`src/logic/dms_defines.svh`:
```
// Constants of the disk drive motion sequencer
`ifndef DMS_DEFINES_SVH
`define DMS_DEFINES_SVH
`define DMS_CLK_MHZ        250
`define DMS_TICK_US        90
`define DMS_TICK_CYCLES    (`DMS_TICK_US * `DMS_CLK_MHZ)
`define DMS_BG_DIV         5
`define DMS_BG_PERIOD_US   (`DMS_TICK_US * `DMS_BG_DIV)
`define DMS_BRAKE_MS       1000
`define DMS_BRAKE_PASSES   ((`DMS_BRAKE_MS * 1000) / `DMS_BG_PERIOD_US)
`define DMS_RAMP_MS        8000
`define DMS_RAMP_PASSES    ((`DMS_RAMP_MS * 1000) / `DMS_BG_PERIOD_US)
`define DMS_VERIFY_SEC     2
`define DMS_VERIFY_PASSES  ((`DMS_VERIFY_SEC * 1000000) / `DMS_BG_PERIOD_US)
`define DMS_LOSS_MS        115
`define DMS_LOSS_TICKS     ((`DMS_LOSS_MS * 1000) / `DMS_TICK_US)
`define DMS_SPEED_MIN      16'h00b6
`define DMS_SPEED_NOM      16'h00b9
`define DMS_SPEED_MAX      16'h00bc
`define DMS_ARRIVE_TICKS   8'h14
`define DMS_SETTLE_TICKS   8'h28
`define DMS_STEP_SLOW      8'h3c
`define DMS_STEP_FAST      8'h14
`define DMS_FAST_THRESH    10'h010
`define DMS_WRITE_SW       10'h080
`define DMS_FLASH_TICKS    2000
`define DMS_PHASE_A        4'h8
`define DMS_CODE_SPIN      3'h3
`define DMS_CODE_INDEX     3'h7
`endif

```
`src/logic/dms_pkg.sv`:
```
// Types of the disk drive motion sequencer
package dms_pkg;
  typedef enum logic [2:0] {
    FG_IDLE  = 3'b000,
    FG_LOOP  = 3'b001,
    FG_SPIN  = 3'b010,
    FG_SPEED = 3'b011,
    FG_STEP  = 3'b100,
    FG_DAMP  = 3'b101,
    FG_SEEK  = 3'b110,
    FG_END   = 3'b111
  } dms_fg_e;
  typedef enum logic [2:0] {
    BG_START  = 3'b000,
    BG_BRAKE  = 3'b001,
    BG_RAMP   = 3'b010,
    BG_VERIFY = 3'b011,
    BG_RUN    = 3'b100,
    BG_FAULT  = 3'b101
  } dms_bg_e;
  typedef enum logic [1:0] {
    DP_OFF    = 2'b00,
    DP_ARRIVE = 2'b01,
    DP_SETTLE = 2'b10
  } dms_damp_e;
  // Host port outputs, bits 5 down to 2
  typedef struct packed {
    logic error_out;
    logic error_latch_reset_n;
    logic ready_n;
    logic positioning_done;
  } dms_host_s;
  // Coil port, bits 7 down to 0
  typedef struct packed {
    logic [3:0] phase_winding;
    logic       coil_drive_on_n;
    logic [2:0] unused;
  } dms_coil_s;
  // Motor control port, bits 7 down to 0
  typedef struct packed {
    logic       gentle_start_n;
    logic       low_write_current;
    logic       motor_power_on_n;
    logic       spindle_hold_engage;
    logic       led;
    logic [2:0] unused;
  } dms_motor_s;
endpackage : dms_pkg

```
`src/logic/dms_sequencer.sv`:
```
// Foreground and background motion sequencer of the drive
`timescale 1ns/100ps
`include "dms_defines.svh"
module dms_sequencer #(
  parameter int TICK_CYCLES   = `DMS_TICK_CYCLES,
  parameter int BRAKE_PASSES  = `DMS_BRAKE_PASSES,
  parameter int RAMP_PASSES   = `DMS_RAMP_PASSES,
  parameter int VERIFY_PASSES = `DMS_VERIFY_PASSES,
  parameter int VERIFY_MIN    = `DMS_VERIFY_SEC,
  parameter int LOSS_TICKS    = `DMS_LOSS_TICKS,
  parameter int FLASH_TICKS   = `DMS_FLASH_TICKS
) (
  input  wire logic              core_clk_i,
  input  wire logic              sys_rst_i,
  input  wire logic              step_way_i,
  input  wire logic              at_outer_stop_i,
  input  wire logic              index_i,
  input  wire logic              unit_chosen_i,
  input  wire logic              slow_settle_strap_n_i,
  input  wire logic              self_test_strap_n_i,
  input  wire logic              gentle_start_strap_n_i,
  input  wire logic [3:0]        step_count_i,
  output dms_pkg::dms_host_s     host_o,
  output dms_pkg::dms_coil_s     coil_o,
  output dms_pkg::dms_motor_s    motor_o,
  output logic                   arm_fast_move_on_o
);
  dms_pkg::dms_fg_e   fg_state;
  dms_pkg::dms_bg_e   bg_state;
  dms_pkg::dms_damp_e damp_state;
  logic [15:0] div_cnt;
  logic        tick_evt;
  logic        fg_run;
  logic [2:0]  gate_cnt;
  logic        bg_go;
  logic        index_prev;
  logic        index_seen;
  logic [15:0] rev_cnt;
  logic [15:0] rev_period;
  logic [15:0] loss_cnt;
  logic [7:0]  duty;
  logic [7:0]  pwm_cnt;
  logic        speed_ok;
  logic [3:0]  step_last;
  logic [3:0]  step_new;
  logic [9:0]  total_steps;
  logic        step_dir;
  logic        step_en;
  logic        ramp_calc;
  logic        seek_flag;
  logic        damp_en;
  logic        done;
  logic        fast_move;
  logic [7:0]  step_dly;
  logic [7:0]  damp_cnt;
  logic [9:0]  cylinder;
  logic [3:0]  phase;
  logic [15:0] pass_cnt;
  logic [15:0] index_cnt;
  logic [2:0]  fault_code;
  logic        latch_pulse;
  logic [15:0] flash_cnt;
  logic [3:0]  flash_num;
  logic        led_flash;
  logic        slow_mode;
  logic        fg_tick;

  // Rotate the one-hot winding pattern in the step direction
  function automatic logic [3:0] next_phase(input logic [3:0] cur, input logic dir);
    next_phase = dir ? {cur[0], cur[3:1]} : {cur[2:0], cur[3]};
  endfunction : next_phase

  assign step_new = step_count_i - step_last;
  assign fg_tick  = (fg_state == dms_pkg::FG_LOOP);
  assign speed_ok = (rev_period >= `DMS_SPEED_MIN) && (rev_period <= `DMS_SPEED_MAX);

  // Tick timer runs free so the flash code keeps time while passes halt
  always_ff @(posedge core_clk_i or posedge sys_rst_i) begin
    if (sys_rst_i) begin
      div_cnt  <= 16'h0000;
      tick_evt <= 1'b0;
    end else begin
      if (div_cnt == 16'(TICK_CYCLES - 1)) begin
        div_cnt  <= 16'h0000;
        tick_evt <= 1'b1;
      end else begin
        div_cnt <= div_cnt + 16'h0001;
        if (fg_tick) begin
          tick_evt <= 1'b0;
        end
      end
    end
  end

  // Foreground pass, one step per clock, never pre-empted
  always_ff @(posedge core_clk_i or posedge sys_rst_i) begin
    if (sys_rst_i) begin
      fg_state <= dms_pkg::FG_IDLE;
    end else begin
      case (fg_state)
        dms_pkg::FG_IDLE:  fg_state <= (tick_evt && fg_run) ? dms_pkg::FG_LOOP : dms_pkg::FG_IDLE;
        dms_pkg::FG_LOOP:  fg_state <= dms_pkg::FG_SPIN;
        dms_pkg::FG_SPIN:  fg_state <= dms_pkg::FG_SPEED;
        dms_pkg::FG_SPEED: fg_state <= speed_ok ? dms_pkg::FG_STEP : dms_pkg::FG_END;
        dms_pkg::FG_STEP:  fg_state <= dms_pkg::FG_DAMP;
        dms_pkg::FG_DAMP:  fg_state <= dms_pkg::FG_SEEK;
        dms_pkg::FG_SEEK:  fg_state <= dms_pkg::FG_END;
        default:           fg_state <= dms_pkg::FG_IDLE;
      endcase
    end
  end

  // Background gate: a pass starts on every fifth tick
  always_ff @(posedge core_clk_i or posedge sys_rst_i) begin
    if (sys_rst_i) begin
      gate_cnt <= 3'h0;
      bg_go    <= 1'b0;
    end else begin
      bg_go <= 1'b0;
      if (fg_tick) begin
        if (gate_cnt == 3'(`DMS_BG_DIV - 1)) begin
          gate_cnt <= 3'h0;
          bg_go    <= 1'b1;
        end else begin
          gate_cnt <= gate_cnt + 3'h1;
        end
      end
    end
  end

  // Index edge is held until the spindle step consumes it; set wins
  always_ff @(posedge core_clk_i or posedge sys_rst_i) begin
    if (sys_rst_i) begin
      index_prev <= 1'b0;
      index_seen <= 1'b0;
    end else begin
      index_prev <= index_i;
      if (index_i && !index_prev) begin
        index_seen <= 1'b1;
      end else if (fg_state == dms_pkg::FG_SPIN) begin
        index_seen <= 1'b0;
      end
    end
  end

  // Revolution period in ticks, and ticks since last index
  always_ff @(posedge core_clk_i or posedge sys_rst_i) begin
    if (sys_rst_i) begin
      rev_cnt    <= 16'h0000;
      rev_period <= 16'h0000;
      loss_cnt   <= 16'h0000;
    end else if (fg_state == dms_pkg::FG_SPIN) begin
      if (index_seen) begin
        rev_period <= rev_cnt + 16'h0001;
        rev_cnt    <= 16'h0000;
        loss_cnt   <= 16'h0000;
      end else begin
        rev_cnt  <= (rev_cnt == 16'hffff) ? rev_cnt : rev_cnt + 16'h0001;
        loss_cnt <= (loss_cnt == 16'hffff) ? loss_cnt : loss_cnt + 16'h0001;
      end
    end
  end

  // Spindle PWM carrier on the system clock
  always_ff @(posedge core_clk_i or posedge sys_rst_i) begin
    if (sys_rst_i) begin
      pwm_cnt <= 8'h00;
    end else begin
      pwm_cnt <= pwm_cnt + 8'h01;
    end
  end

  // Step buffering, damping and seek stepping
  always_ff @(posedge core_clk_i or posedge sys_rst_i) begin
    if (sys_rst_i) begin
      step_last   <= 4'h0;
      total_steps <= 10'h000;
      step_dir    <= 1'b0;
      step_en     <= 1'b1;
      ramp_calc   <= 1'b0;
      seek_flag   <= 1'b0;
      damp_en     <= 1'b0;
      damp_state  <= dms_pkg::DP_OFF;
      damp_cnt    <= 8'h00;
      done        <= 1'b0;
      fast_move   <= 1'b0;
      step_dly    <= 8'h00;
      cylinder    <= 10'h000;
      phase       <= `DMS_PHASE_A;
    end else if (bg_state == dms_pkg::BG_START) begin
      phase     <= `DMS_PHASE_A;
      fast_move <= 1'b0;
      seek_flag <= 1'b0;
      damp_en   <= 1'b0;
      step_en   <= 1'b1;
      step_last <= step_count_i;
    end else begin
      if (fg_state == dms_pkg::FG_STEP && step_en && step_new != 4'h0) begin
        total_steps <= total_steps + {6'h00, step_new};
        step_last   <= step_count_i;
        step_dir    <= step_way_i;
        step_en     <= 1'b0;
        ramp_calc   <= 1'b1;
        done        <= 1'b0;
      end
      if (fg_state == dms_pkg::FG_DAMP && damp_en) begin
        if (damp_state == dms_pkg::DP_OFF) begin
          damp_state <= dms_pkg::DP_ARRIVE;
          damp_cnt   <= `DMS_ARRIVE_TICKS;
        end else if (damp_cnt != 8'h00) begin
          damp_cnt <= damp_cnt - 8'h01;
          if (damp_state == dms_pkg::DP_SETTLE && step_new != 4'h0) begin
            damp_en    <= 1'b0;
            damp_state <= dms_pkg::DP_OFF;
            step_en    <= 1'b1;
          end
        end else if (damp_state == dms_pkg::DP_ARRIVE) begin
          damp_state <= dms_pkg::DP_SETTLE;
          damp_cnt   <= `DMS_SETTLE_TICKS;
        end else begin
          damp_en    <= 1'b0;
          damp_state <= dms_pkg::DP_OFF;
          done       <= 1'b1;
          step_en    <= 1'b1;
        end
      end
      // Ramp calculation in the background; outward seek blocked at the stop while slow_settle_strap_n_i is high
      if (bg_go && ramp_calc && !seek_flag) begin
        ramp_calc <= 1'b0;
        if (at_outer_stop_i && !step_dir && slow_settle_strap_n_i) begin
          total_steps <= 10'h000;
        end
        seek_flag <= 1'b1;
        fast_move <= (total_steps > `DMS_FAST_THRESH);
      end
      if (fg_state == dms_pkg::FG_SEEK && seek_flag) begin
        if (step_dly != 8'h00) begin
          step_dly <= step_dly - 8'h01;
        end else if (total_steps == 10'h000) begin
          fast_move <= 1'b0;
          seek_flag <= 1'b0;
          damp_en   <= 1'b1;
        end else begin
          step_dly    <= (total_steps > `DMS_FAST_THRESH) ? `DMS_STEP_FAST : `DMS_STEP_SLOW;
          total_steps <= total_steps - 10'h001;
          cylinder    <= step_dir ? cylinder + 10'h001 : cylinder - 10'h001;
          phase       <= next_phase(phase, step_dir);
        end
      end else if (bg_go && at_outer_stop_i && self_test_strap_n_i && !seek_flag) begin
        cylinder <= 10'h000;
      end
    end
  end

  // Background sequence: startup, spin-up, run and fault indicator
  always_ff @(posedge core_clk_i or posedge sys_rst_i) begin
    if (sys_rst_i) begin
      bg_state    <= dms_pkg::BG_START;
      fg_run      <= 1'b1;
      pass_cnt    <= 16'h0000;
      index_cnt   <= 16'h0000;
      fault_code  <= 3'h0;
      latch_pulse <= 1'b0;
      duty        <= 8'h00;
      slow_mode   <= 1'b0;
    end else begin
      latch_pulse <= 1'b0;
      case (bg_state)
        dms_pkg::BG_START: begin
          latch_pulse <= 1'b1;
          fg_run      <= 1'b1;
          duty        <= 8'h00;
          pass_cnt    <= 16'h0000;
          index_cnt   <= 16'h0000;
          slow_mode   <= !gentle_start_strap_n_i;
          bg_state    <= dms_pkg::BG_BRAKE;
        end
        dms_pkg::BG_BRAKE: begin
          if (bg_go) begin
            pass_cnt <= pass_cnt + 16'h0001;
          end
          if (pass_cnt == 16'(BRAKE_PASSES)) begin
            pass_cnt <= 16'h0000;
            bg_state <= dms_pkg::BG_RAMP;
          end
        end
        dms_pkg::BG_RAMP: begin
          // Duty rises one step per 1/255 of the ramp; slow mode climbs to half, then both modes end at full
          if (bg_go) begin
            pass_cnt <= pass_cnt + 16'h0001;
            duty     <= 8'((32'(pass_cnt) * 255) / RAMP_PASSES) >> slow_mode;
          end
          if (pass_cnt == 16'(RAMP_PASSES)) begin
            pass_cnt <= 16'h0000;
            duty     <= 8'hff;
            bg_state <= dms_pkg::BG_VERIFY;
          end
        end
        dms_pkg::BG_VERIFY: begin
          if (fg_state == dms_pkg::FG_SPIN && index_seen) begin
            index_cnt <= index_cnt + 16'h0001;
          end
          if (bg_go) begin
            pass_cnt <= pass_cnt + 16'h0001;
          end
          if (pass_cnt == 16'(VERIFY_PASSES)) begin
            if (index_cnt >= 16'(VERIFY_MIN)) begin
              bg_state <= dms_pkg::BG_RUN;
            end else begin
              fault_code <= `DMS_CODE_SPIN;
              bg_state   <= dms_pkg::BG_FAULT;
              fg_run     <= 1'b0;
              duty       <= 8'h00;
              latch_pulse <= 1'b1;
            end
          end
        end
        dms_pkg::BG_RUN: begin
          // Speed trim runs every tick, outside the fifth-tick gate
          if (fg_state == dms_pkg::FG_END && !speed_ok) begin
            if (rev_period > `DMS_SPEED_NOM && duty != 8'hff) begin
              duty <= duty + 8'h01;
            end else if (rev_period < `DMS_SPEED_NOM && duty != 8'h00) begin
              duty <= duty - 8'h01;
            end
          end
          if (bg_go && loss_cnt > 16'(LOSS_TICKS)) begin
            fault_code  <= `DMS_CODE_INDEX;
            bg_state    <= dms_pkg::BG_FAULT;
            fg_run      <= 1'b0;
            duty        <= 8'h00;
            latch_pulse <= 1'b1;
          end
        end
        default: begin
          duty   <= 8'h00;
          fg_run <= 1'b0;
          if (!slow_settle_strap_n_i == 1'b0 && self_test_strap_n_i == 1'b0) begin
            bg_state <= dms_pkg::BG_START;
          end
        end
      endcase
    end
  end

  // Flash code: on and off half periods, then a five-slot gap
  always_ff @(posedge core_clk_i or posedge sys_rst_i) begin
    if (sys_rst_i) begin
      flash_cnt <= 16'h0000;
      flash_num <= 4'h0;
      led_flash <= 1'b0;
    end else if (bg_state != dms_pkg::BG_FAULT) begin
      flash_cnt <= 16'h0000;
      flash_num <= 4'h0;
      led_flash <= 1'b0;
    end else if (tick_evt && div_cnt == 16'h0000) begin
      if (flash_cnt == 16'(FLASH_TICKS - 1)) begin
        flash_cnt <= 16'h0000;
        if (flash_num == {1'b0, fault_code} + 4'h4) begin
          flash_num <= 4'h0;
          led_flash <= 1'b0;
        end else if (led_flash) begin
          led_flash <= 1'b0;
          flash_num <= flash_num + 4'h1;
        end else if (flash_num < {1'b0, fault_code}) begin
          led_flash <= 1'b1;
        end else begin
          flash_num <= flash_num + 4'h1; // Gap slots count on so the code repeats
        end
      end else begin
        flash_cnt <= flash_cnt + 16'h0001;
      end
    end
  end

  // Output ports all registered; unused bits read low
  always_ff @(posedge core_clk_i or posedge sys_rst_i) begin
    if (sys_rst_i) begin
      host_o             <= '{error_out: 1'b0, error_latch_reset_n: 1'b1, ready_n: 1'b1, positioning_done: 1'b0};
      coil_o             <= '{phase_winding: `DMS_PHASE_A, coil_drive_on_n: 1'b1, unused: 3'h0};
      motor_o            <= '{gentle_start_n: 1'b1, low_write_current: 1'b1, motor_power_on_n: 1'b1,
                              spindle_hold_engage: 1'b1, led: 1'b0, unused: 3'h0};
      arm_fast_move_on_o <= 1'b0;
    end else begin
      host_o.error_out           <= (bg_state == dms_pkg::BG_FAULT);
      host_o.error_latch_reset_n <= !latch_pulse;
      host_o.ready_n             <= !(bg_state == dms_pkg::BG_RUN && speed_ok);
      host_o.positioning_done    <= done;
      coil_o.phase_winding       <= phase;
      coil_o.coil_drive_on_n     <= !(bg_state == dms_pkg::BG_RUN);
      coil_o.unused              <= 3'h0;
      motor_o.gentle_start_n     <= !(slow_mode && bg_state == dms_pkg::BG_RAMP);
      motor_o.low_write_current  <= (bg_state == dms_pkg::BG_RUN) ? (cylinder > `DMS_WRITE_SW) : 1'b1;
      motor_o.motor_power_on_n   <= !(pwm_cnt < duty || duty == 8'hff);
      motor_o.spindle_hold_engage <= (bg_state == dms_pkg::BG_START || bg_state == dms_pkg::BG_BRAKE);
      motor_o.led                <= (bg_state == dms_pkg::BG_FAULT) ? led_flash :
                                    (bg_state == dms_pkg::BG_RUN && unit_chosen_i);
      motor_o.unused             <= 3'h0;
      arm_fast_move_on_o         <= fast_move;
    end
  end
endmodule : dms_sequencer

```
`config.mk`:
```
export PLATFORM = sky130hd
export DESIGN_NAME = dms_sequencer
export DESIGN_NICKNAME = d
export VERILOG_FILES = /design/src/logic/dms_pkg.sv /design/src/logic/dms_sequencer.sv
export VERILOG_INCLUDE_DIRS = /design/src /design/src/logic
export SDC_FILE = /design/constraint.sdc
export NUM_CORES = 1
export LEC_CHECK = 0
export BUFFER_PORTS_ARGS = -buffer_cell sky130_fd_sc_hd__buf_2
export CAP_MARGIN = 20
export CORE_MARGIN = 2
export CORE_UTILIZATION = 30
export DETAILED_ROUTE_END_ITERATION = 6
export SLEW_MARGIN = 5
export SYNTH_ARGS = -nofsm -noshare
export SYNTH_HDL_FRONTEND = slang
export SYNTH_SLANG_ARGS = --single-unit
```
`constraint.sdc`:
```
create_clock -name core_clk_i -period 18.8 [get_ports core_clk_i]
set_input_delay 1.88 -clock core_clk_i [delete_from_list [all_inputs] [get_ports core_clk_i]]
set_output_delay 1.88 -clock core_clk_i [all_outputs]
set_load 0.05 [all_outputs]
```
==> impl_results.html <==
<table>
<tr><th>Metric</th><th>Value</th></tr>
<tr><th colspan="2">Cells and area</th></tr>
<tr><td>Number of fillers in the final layout</td><td>approximately 7,300</td></tr>
<tr><td>Most frequent cells in the layout</td><td>sky130_fd_sc_hd__nor2_1, sky130_fd_sc_hd__nand2_1, sky130_fd_sc_hd__dfrtp_1</td></tr>
<tr><td>Number of nets in the final layout</td><td>about 2,700</td></tr>
<tr><td>Most common library cell in the layout ignoring fill and taps</td><td>sky130_fd_sc_hd__nor2_1</td></tr>
<tr><td>Total area of multi-input combinational cells</td><td>0.0145 sq mm</td></tr>
<tr><td>Synth-to-Final Area Change</td><td>8.39%</td></tr>
<tr><td>Design Area, Final</td><td>0.0229 sq mm</td></tr>
<tr><td>FF/Latch Area</td><td>about 0.0055 sq mm</td></tr>
<tr><td>Share of cells above drive strength 1</td><td>between 7 and 8%</td></tr>
<tr><td>Non-filler instance count after layout</td><td>between 3,000 and 4,000</td></tr>
<tr><th colspan="2">Yosys</th></tr>
<tr><td>FFs w/ async S/R, synth</td><td>100%</td></tr>
<tr><td>Synthesis Warnings</td><td>0</td></tr>
<tr><td>Area fraction of the dominant cell type after synthesis</td><td>24.7%</td></tr>
<tr><td>Synth Instances</td><td>roughly 2,500</td></tr>
<tr><td>Area of the mapped netlist</td><td>0.0211 sq mm</td></tr>
<tr><td>Cell type with the largest total area after synthesis</td><td>sky130_fd_sc_hd__dfrtp_1</td></tr>
<tr><td>Count of different cell masters after synthesis</td><td>123</td></tr>
<tr><td>Most used flip-flop cell after synthesis</td><td>sky130_fd_sc_hd__dfrtp_1</td></tr>
<tr><td>Post-synth EDFFs</td><td>0</td></tr>
<tr><td>Synth area leaders</td><td>sky130_fd_sc_hd__dfrtp_1, sky130_fd_sc_hd__ha_1, sky130_fd_sc_hd__fa_1</td></tr>
<tr><td>Register area share after synthesis</td><td>26.1%</td></tr>
<tr><td>Syn_area_per_cell</td><td>8.35 sq um</td></tr>
<tr><td>Register bit count reported by yosys</td><td>about 220</td></tr>
<tr><th colspan="2">Floorplanning</th></tr>
<tr><td>Initial core utilization</td><td>30.2%</td></tr>
<tr><td>Floorplan Core Area</td><td>approximately 0.070 sq mm</td></tr>
<tr><td>Horizontal die dimension</td><td>roughly 270 um</td></tr>
<tr><td>Count of pins on the block boundary</td><td>34</td></tr>
<tr><td>Cell row count</td><td>97</td></tr>
<tr><td>Total Die Area</td><td>0.0724 sq mm</td></tr>
<tr><td>Floorplan die height</td><td>between 200 and 300 um</td></tr>
<tr><th colspan="2">Placed design</th></tr>
<tr><td>Placed standard-cell area</td><td>about 0.022 sq mm</td></tr>
<tr><td>Cell Count Post-Placement</td><td>3,423</td></tr>
<tr><td>Routability-driven placement congestion ratio</td><td>a little under 0.9</td></tr>
<tr><td>Pre-CTS worst setup slack</td><td>approximately 1300 ps</td></tr>
<tr><td>HPWL after DPL</td><td>38,500 um</td></tr>
<tr><td>Count of input and output buffers</td><td>27</td></tr>
<tr><th colspan="2">CTS</th></tr>
<tr><td>Clock latency at the later pin of the worst-skew pair</td><td>520 ps</td></tr>
<tr><td>Number of levels the H-tree was split into</td><td>1</td></tr>
<tr><td>Number of buffers on the longest clock path</td><td>3</td></tr>
<tr><td>CTS tree</td><td>done</td></tr>
<tr><td>Num CTS Buffers</td><td>23</td></tr>
<tr><td>Cell at the root of the clock tree</td><td>sky130_fd_sc_hd__clkbuf_16</td></tr>
<tr><td>Clk pin slew, worst setup/hold paths</td><td>about 60 ps</td></tr>
<tr><td>Number of sinks on the clock net</td><td>219</td></tr>
<tr><th colspan="2">Critical path</th></tr>
<tr><td>Worst-path maximum fanout</td><td>14</td></tr>
<tr><td>Delay contributed by the slowest stage of the critical path</td><td>between 700 and 800 ps</td></tr>
<tr><td>Req. time, crit path</td><td>between 15,000 and 20,000 ps</td></tr>
<tr><td>CP max-delay cell</td><td>sky130_fd_sc_hd__o211ai_1</td></tr>
<tr><td>Sort of element at the start of the critical path</td><td>flip-flop</td></tr>
<tr><td>Element type at the critical path end</td><td>flip-flop</td></tr>
<tr><td>Data arrival, critical path</td><td>approximately 18,000 ps</td></tr>
<tr><td>Critical Path Most Common Cell</td><td>sky130_fd_sc_hd__inv_1</td></tr>
<tr><td>Classification of the worst setup path</td><td>flip-flop to flip-flop</td></tr>
<tr><th colspan="2">Hold path</th></tr>
<tr><td>HP Class</td><td>flip-flop to flip-flop</td></tr>
<tr><th colspan="2">Timing</th></tr>
<tr><td>Sum Neg Setup Slack</td><td>0 ps</td></tr>
<tr><td>Tightest Pin Transition</td><td>1070 ps</td></tr>
<tr><td>Remaining max-slew budget at the tightest pin</td><td>between 20 and 30%</td></tr>
<tr><td>Final critical delay including setup and external delays</td><td>~17,000 ps</td></tr>
<tr><td>Number of endpoints with negative hold slack in the final report</td><td>0</td></tr>
<tr><td>Clk_skew</td><td>6.45 ps</td></tr>
<tr><td>Fmax achieved</td><td>about 0.058 GHz</td></tr>
<tr><td>Final number of setup-violating endpoints</td><td>0</td></tr>
<tr><td>Final number of max-transition violations</td><td>0</td></tr>
<tr><td>Worst Hold Slack</td><td>between 300 and 400 ps</td></tr>
<tr><td>Final critical-path share of the clock period</td><td>~92%</td></tr>
<tr><td>RSZ-0062 raised after global routing</td><td>no</td></tr>
<tr><td>Final worst setup slack</td><td>roughly 1500 ps</td></tr>
<tr><th colspan="2">Global routing</th></tr>
<tr><td>Global-route total usage across every layer</td><td>between 10% and 20%</td></tr>
<tr><td>Antenna violations before repair</td><td>0</td></tr>
<tr><td>Via count of the first global-routing pass</td><td>17,000</td></tr>
<tr><td>Grt total ovfl</td><td>0</td></tr>
<tr><td>Wire length of the first global-routing pass</td><td>between 80,000 and 90,000 um</td></tr>
<tr><td>Maximum number of pins on one net before global-route repair</td><td>100</td></tr>
<tr><th colspan="2">Drt</th></tr>
<tr><td>Antenna-violating nets left</td><td>0</td></tr>
<tr><td>Vias</td><td>approximately 18,000</td></tr>
<tr><td>Average vias per placed instance</td><td>roughly 5.2</td></tr>
<tr><td>Average wire per cell in the routed design</td><td>14.7 um</td></tr>
<tr><td>DRC marker count from the first detailed-route iteration</td><td>around 1,200</td></tr>
<tr><td>Wirelength, routed</td><td>50,900 um</td></tr>
<tr><td>Number of remaining DRC errors</td><td>0</td></tr>
<tr><td>Length of the first detailed-routing pass in iterations</td><td>5</td></tr>
<tr><th colspan="2">Power and ir drop</th></tr>
<tr><td>Pwr dens</td><td>between 40 and 50 mW/mm^2</td></tr>
<tr><td>Leakage power summed over all cells</td><td>9.80 nW</td></tr>
<tr><td>IR drop worst, VDD</td><td>~64 uV</td></tr>
<tr><th colspan="2">Outcome</th></tr>
<tr><td>Run status</td><td>finished, final reports clean</td></tr>
<tr><th colspan="2">Job</th></tr>
<tr><td>Max Cap Violations</td><td>0</td></tr>
</table>
metrics by stage:
stage                     util [%]  power, W
after floorplan                  -  0.000503
after global placement        31.7  0.000509
after detailed placement      31.7  0.000509
after CTS                     32.7  0.000955
after global routing          32.7  0.000979
final                         32.8  0.000940
kinds of logic (layout without fill, tap and decap cells):
| group | Yosys count | count (layout) | share of synthesized area (%) |
|---|---|---|---|
| AOI/OAI and AO/OA | 743 | 743 | 24.2 |
| xor gates and xnor gates | 204 | 204 | 8.69 |
| adders and majority gates | 198 | 198 | 14.3 |
| buffers and inverters | 278 | 272 | 5.38 |
| DFF | 219 | 219 | 26.1 |
| muxes | 31 | 31 | 1.54 |
| other | 1 | 7 | 0.0178 |
| and+or+nand+nor | 852 | 852 | 19.8 |
path summary, 6_finish.rpt:
check,startpoint,to,slack (ps),cells past startpoint
hold reg to reg,latch_pulse,host_o[2],350,1
hold / removal,latch_pulse,host_o[2],350,1
max in group asynchronous,sys_rst_i,loss_cnt[13],15360,4
setup / recovery,pass_cnt[4],duty[0],1490,53
setup reg to reg,pass_cnt[4],duty[0],1490,53
min in group asynchronous,sys_rst_i,step_last[3],1430,2
flip-flops by register name (all words and copies together), names as in the netlist, 16 cells and up:
signal	count
pass_cnt	16
index_cnt	16
loss_cnt	16
rev_period	16
rev_cnt	16
div_cnt	16
flash_cnt	16
synthesized netlist by cell type (11+ instances only):
library cell / count
sky130_fd_sc_hd__nor3_1: 51
sky130_fd_sc_hd__nand3_1: 86
sky130_fd_sc_hd__a211oi_1: 25
sky130_fd_sc_hd__nor4_1: 31
sky130_fd_sc_hd__o22ai_1: 21
sky130_fd_sc_hd__and3_1: 45
sky130_fd_sc_hd__o21a_1: 15
sky130_fd_sc_hd__nor2_1: 225
sky130_fd_sc_hd__buf_2: 15
sky130_fd_sc_hd__o21ai_1: 24
sky130_fd_sc_hd__nand4_1: 39
sky130_fd_sc_hd__nor2b_1: 14
sky130_fd_sc_hd__o31ai_1: 18
sky130_fd_sc_hd__clkbuf_1: 55
sky130_fd_sc_hd__or3_1: 30
sky130_fd_sc_hd__mux2i_1: 20
sky130_fd_sc_hd__a31oi_1: 25
sky130_fd_sc_hd__o21ai_0: 191
sky130_fd_sc_hd__dfstp_2: 11
sky130_fd_sc_hd__fa_1: 74
sky130_fd_sc_hd__o211ai_1: 32
sky130_fd_sc_hd__a21o_1: 37
sky130_fd_sc_hd__nand2b_1: 23
sky130_fd_sc_hd__inv_1: 188
sky130_fd_sc_hd__a21oi_1: 169
sky130_fd_sc_hd__nand2_1: 218
sky130_fd_sc_hd__ha_1: 121
sky130_fd_sc_hd__and2_1: 24
sky130_fd_sc_hd__dfrtp_1: 208
sky130_fd_sc_hd__xor2_1: 68
sky130_fd_sc_hd__o21bai_1: 16
sky130_fd_sc_hd__xnor2_1: 130
power by group:
group	total, W	internal [W]	switching (W)
Sequential	0.000473	0.000472	0.000000738
Clock	0.000441	0.000250	0.000191
Combinational	0.0000262	0.00000713	0.0000190
critical path: cells and delay by family, from the launching register on:
| kind | cells | cell delay [ps] |
|---|---|---|
| AOI/OAI and AO/OA | 33 | 10540 |
| xor gates and xnor gates | 3 | 1000 |
| adders and majority gates | 6 | 2690 |
| buffers and inverters | 5 | 450 |
| DFF | 1 | 490 |
| and+or+nand+nor | 6 | 1960 |
cell type report:
cell class	count	share of cell area (%)
Tap cell	940	5.15
Sequential cell	219	24.0
Multi-Input combinational cell	2034	63.4
Timing Repair Buffer	41	1.05
Clock buffer	34	2.96
Clock inverter	8	0.208
Inverter	189	3.14
Antenna cell	1	0.0109
per-layer routing:
metal | vias up | global-route usage (%) | share of wire (%)
li1 | 9034 | - | -
met1 | 8742 | 19.8 | 50
met2 | 298 | 22.1 | 45
met3 | 64 | 1.24 | 3.0
met4 | 0 | 2.51 | 1.6
met5 | - | 0 | 0
repair_timing:
action	CTS	global route
setup endpoints to repair	0	1
resized for setup	0	2
buffers inserted	0	0
hold buffers	0	0
(Power assumes the default switching activity.)
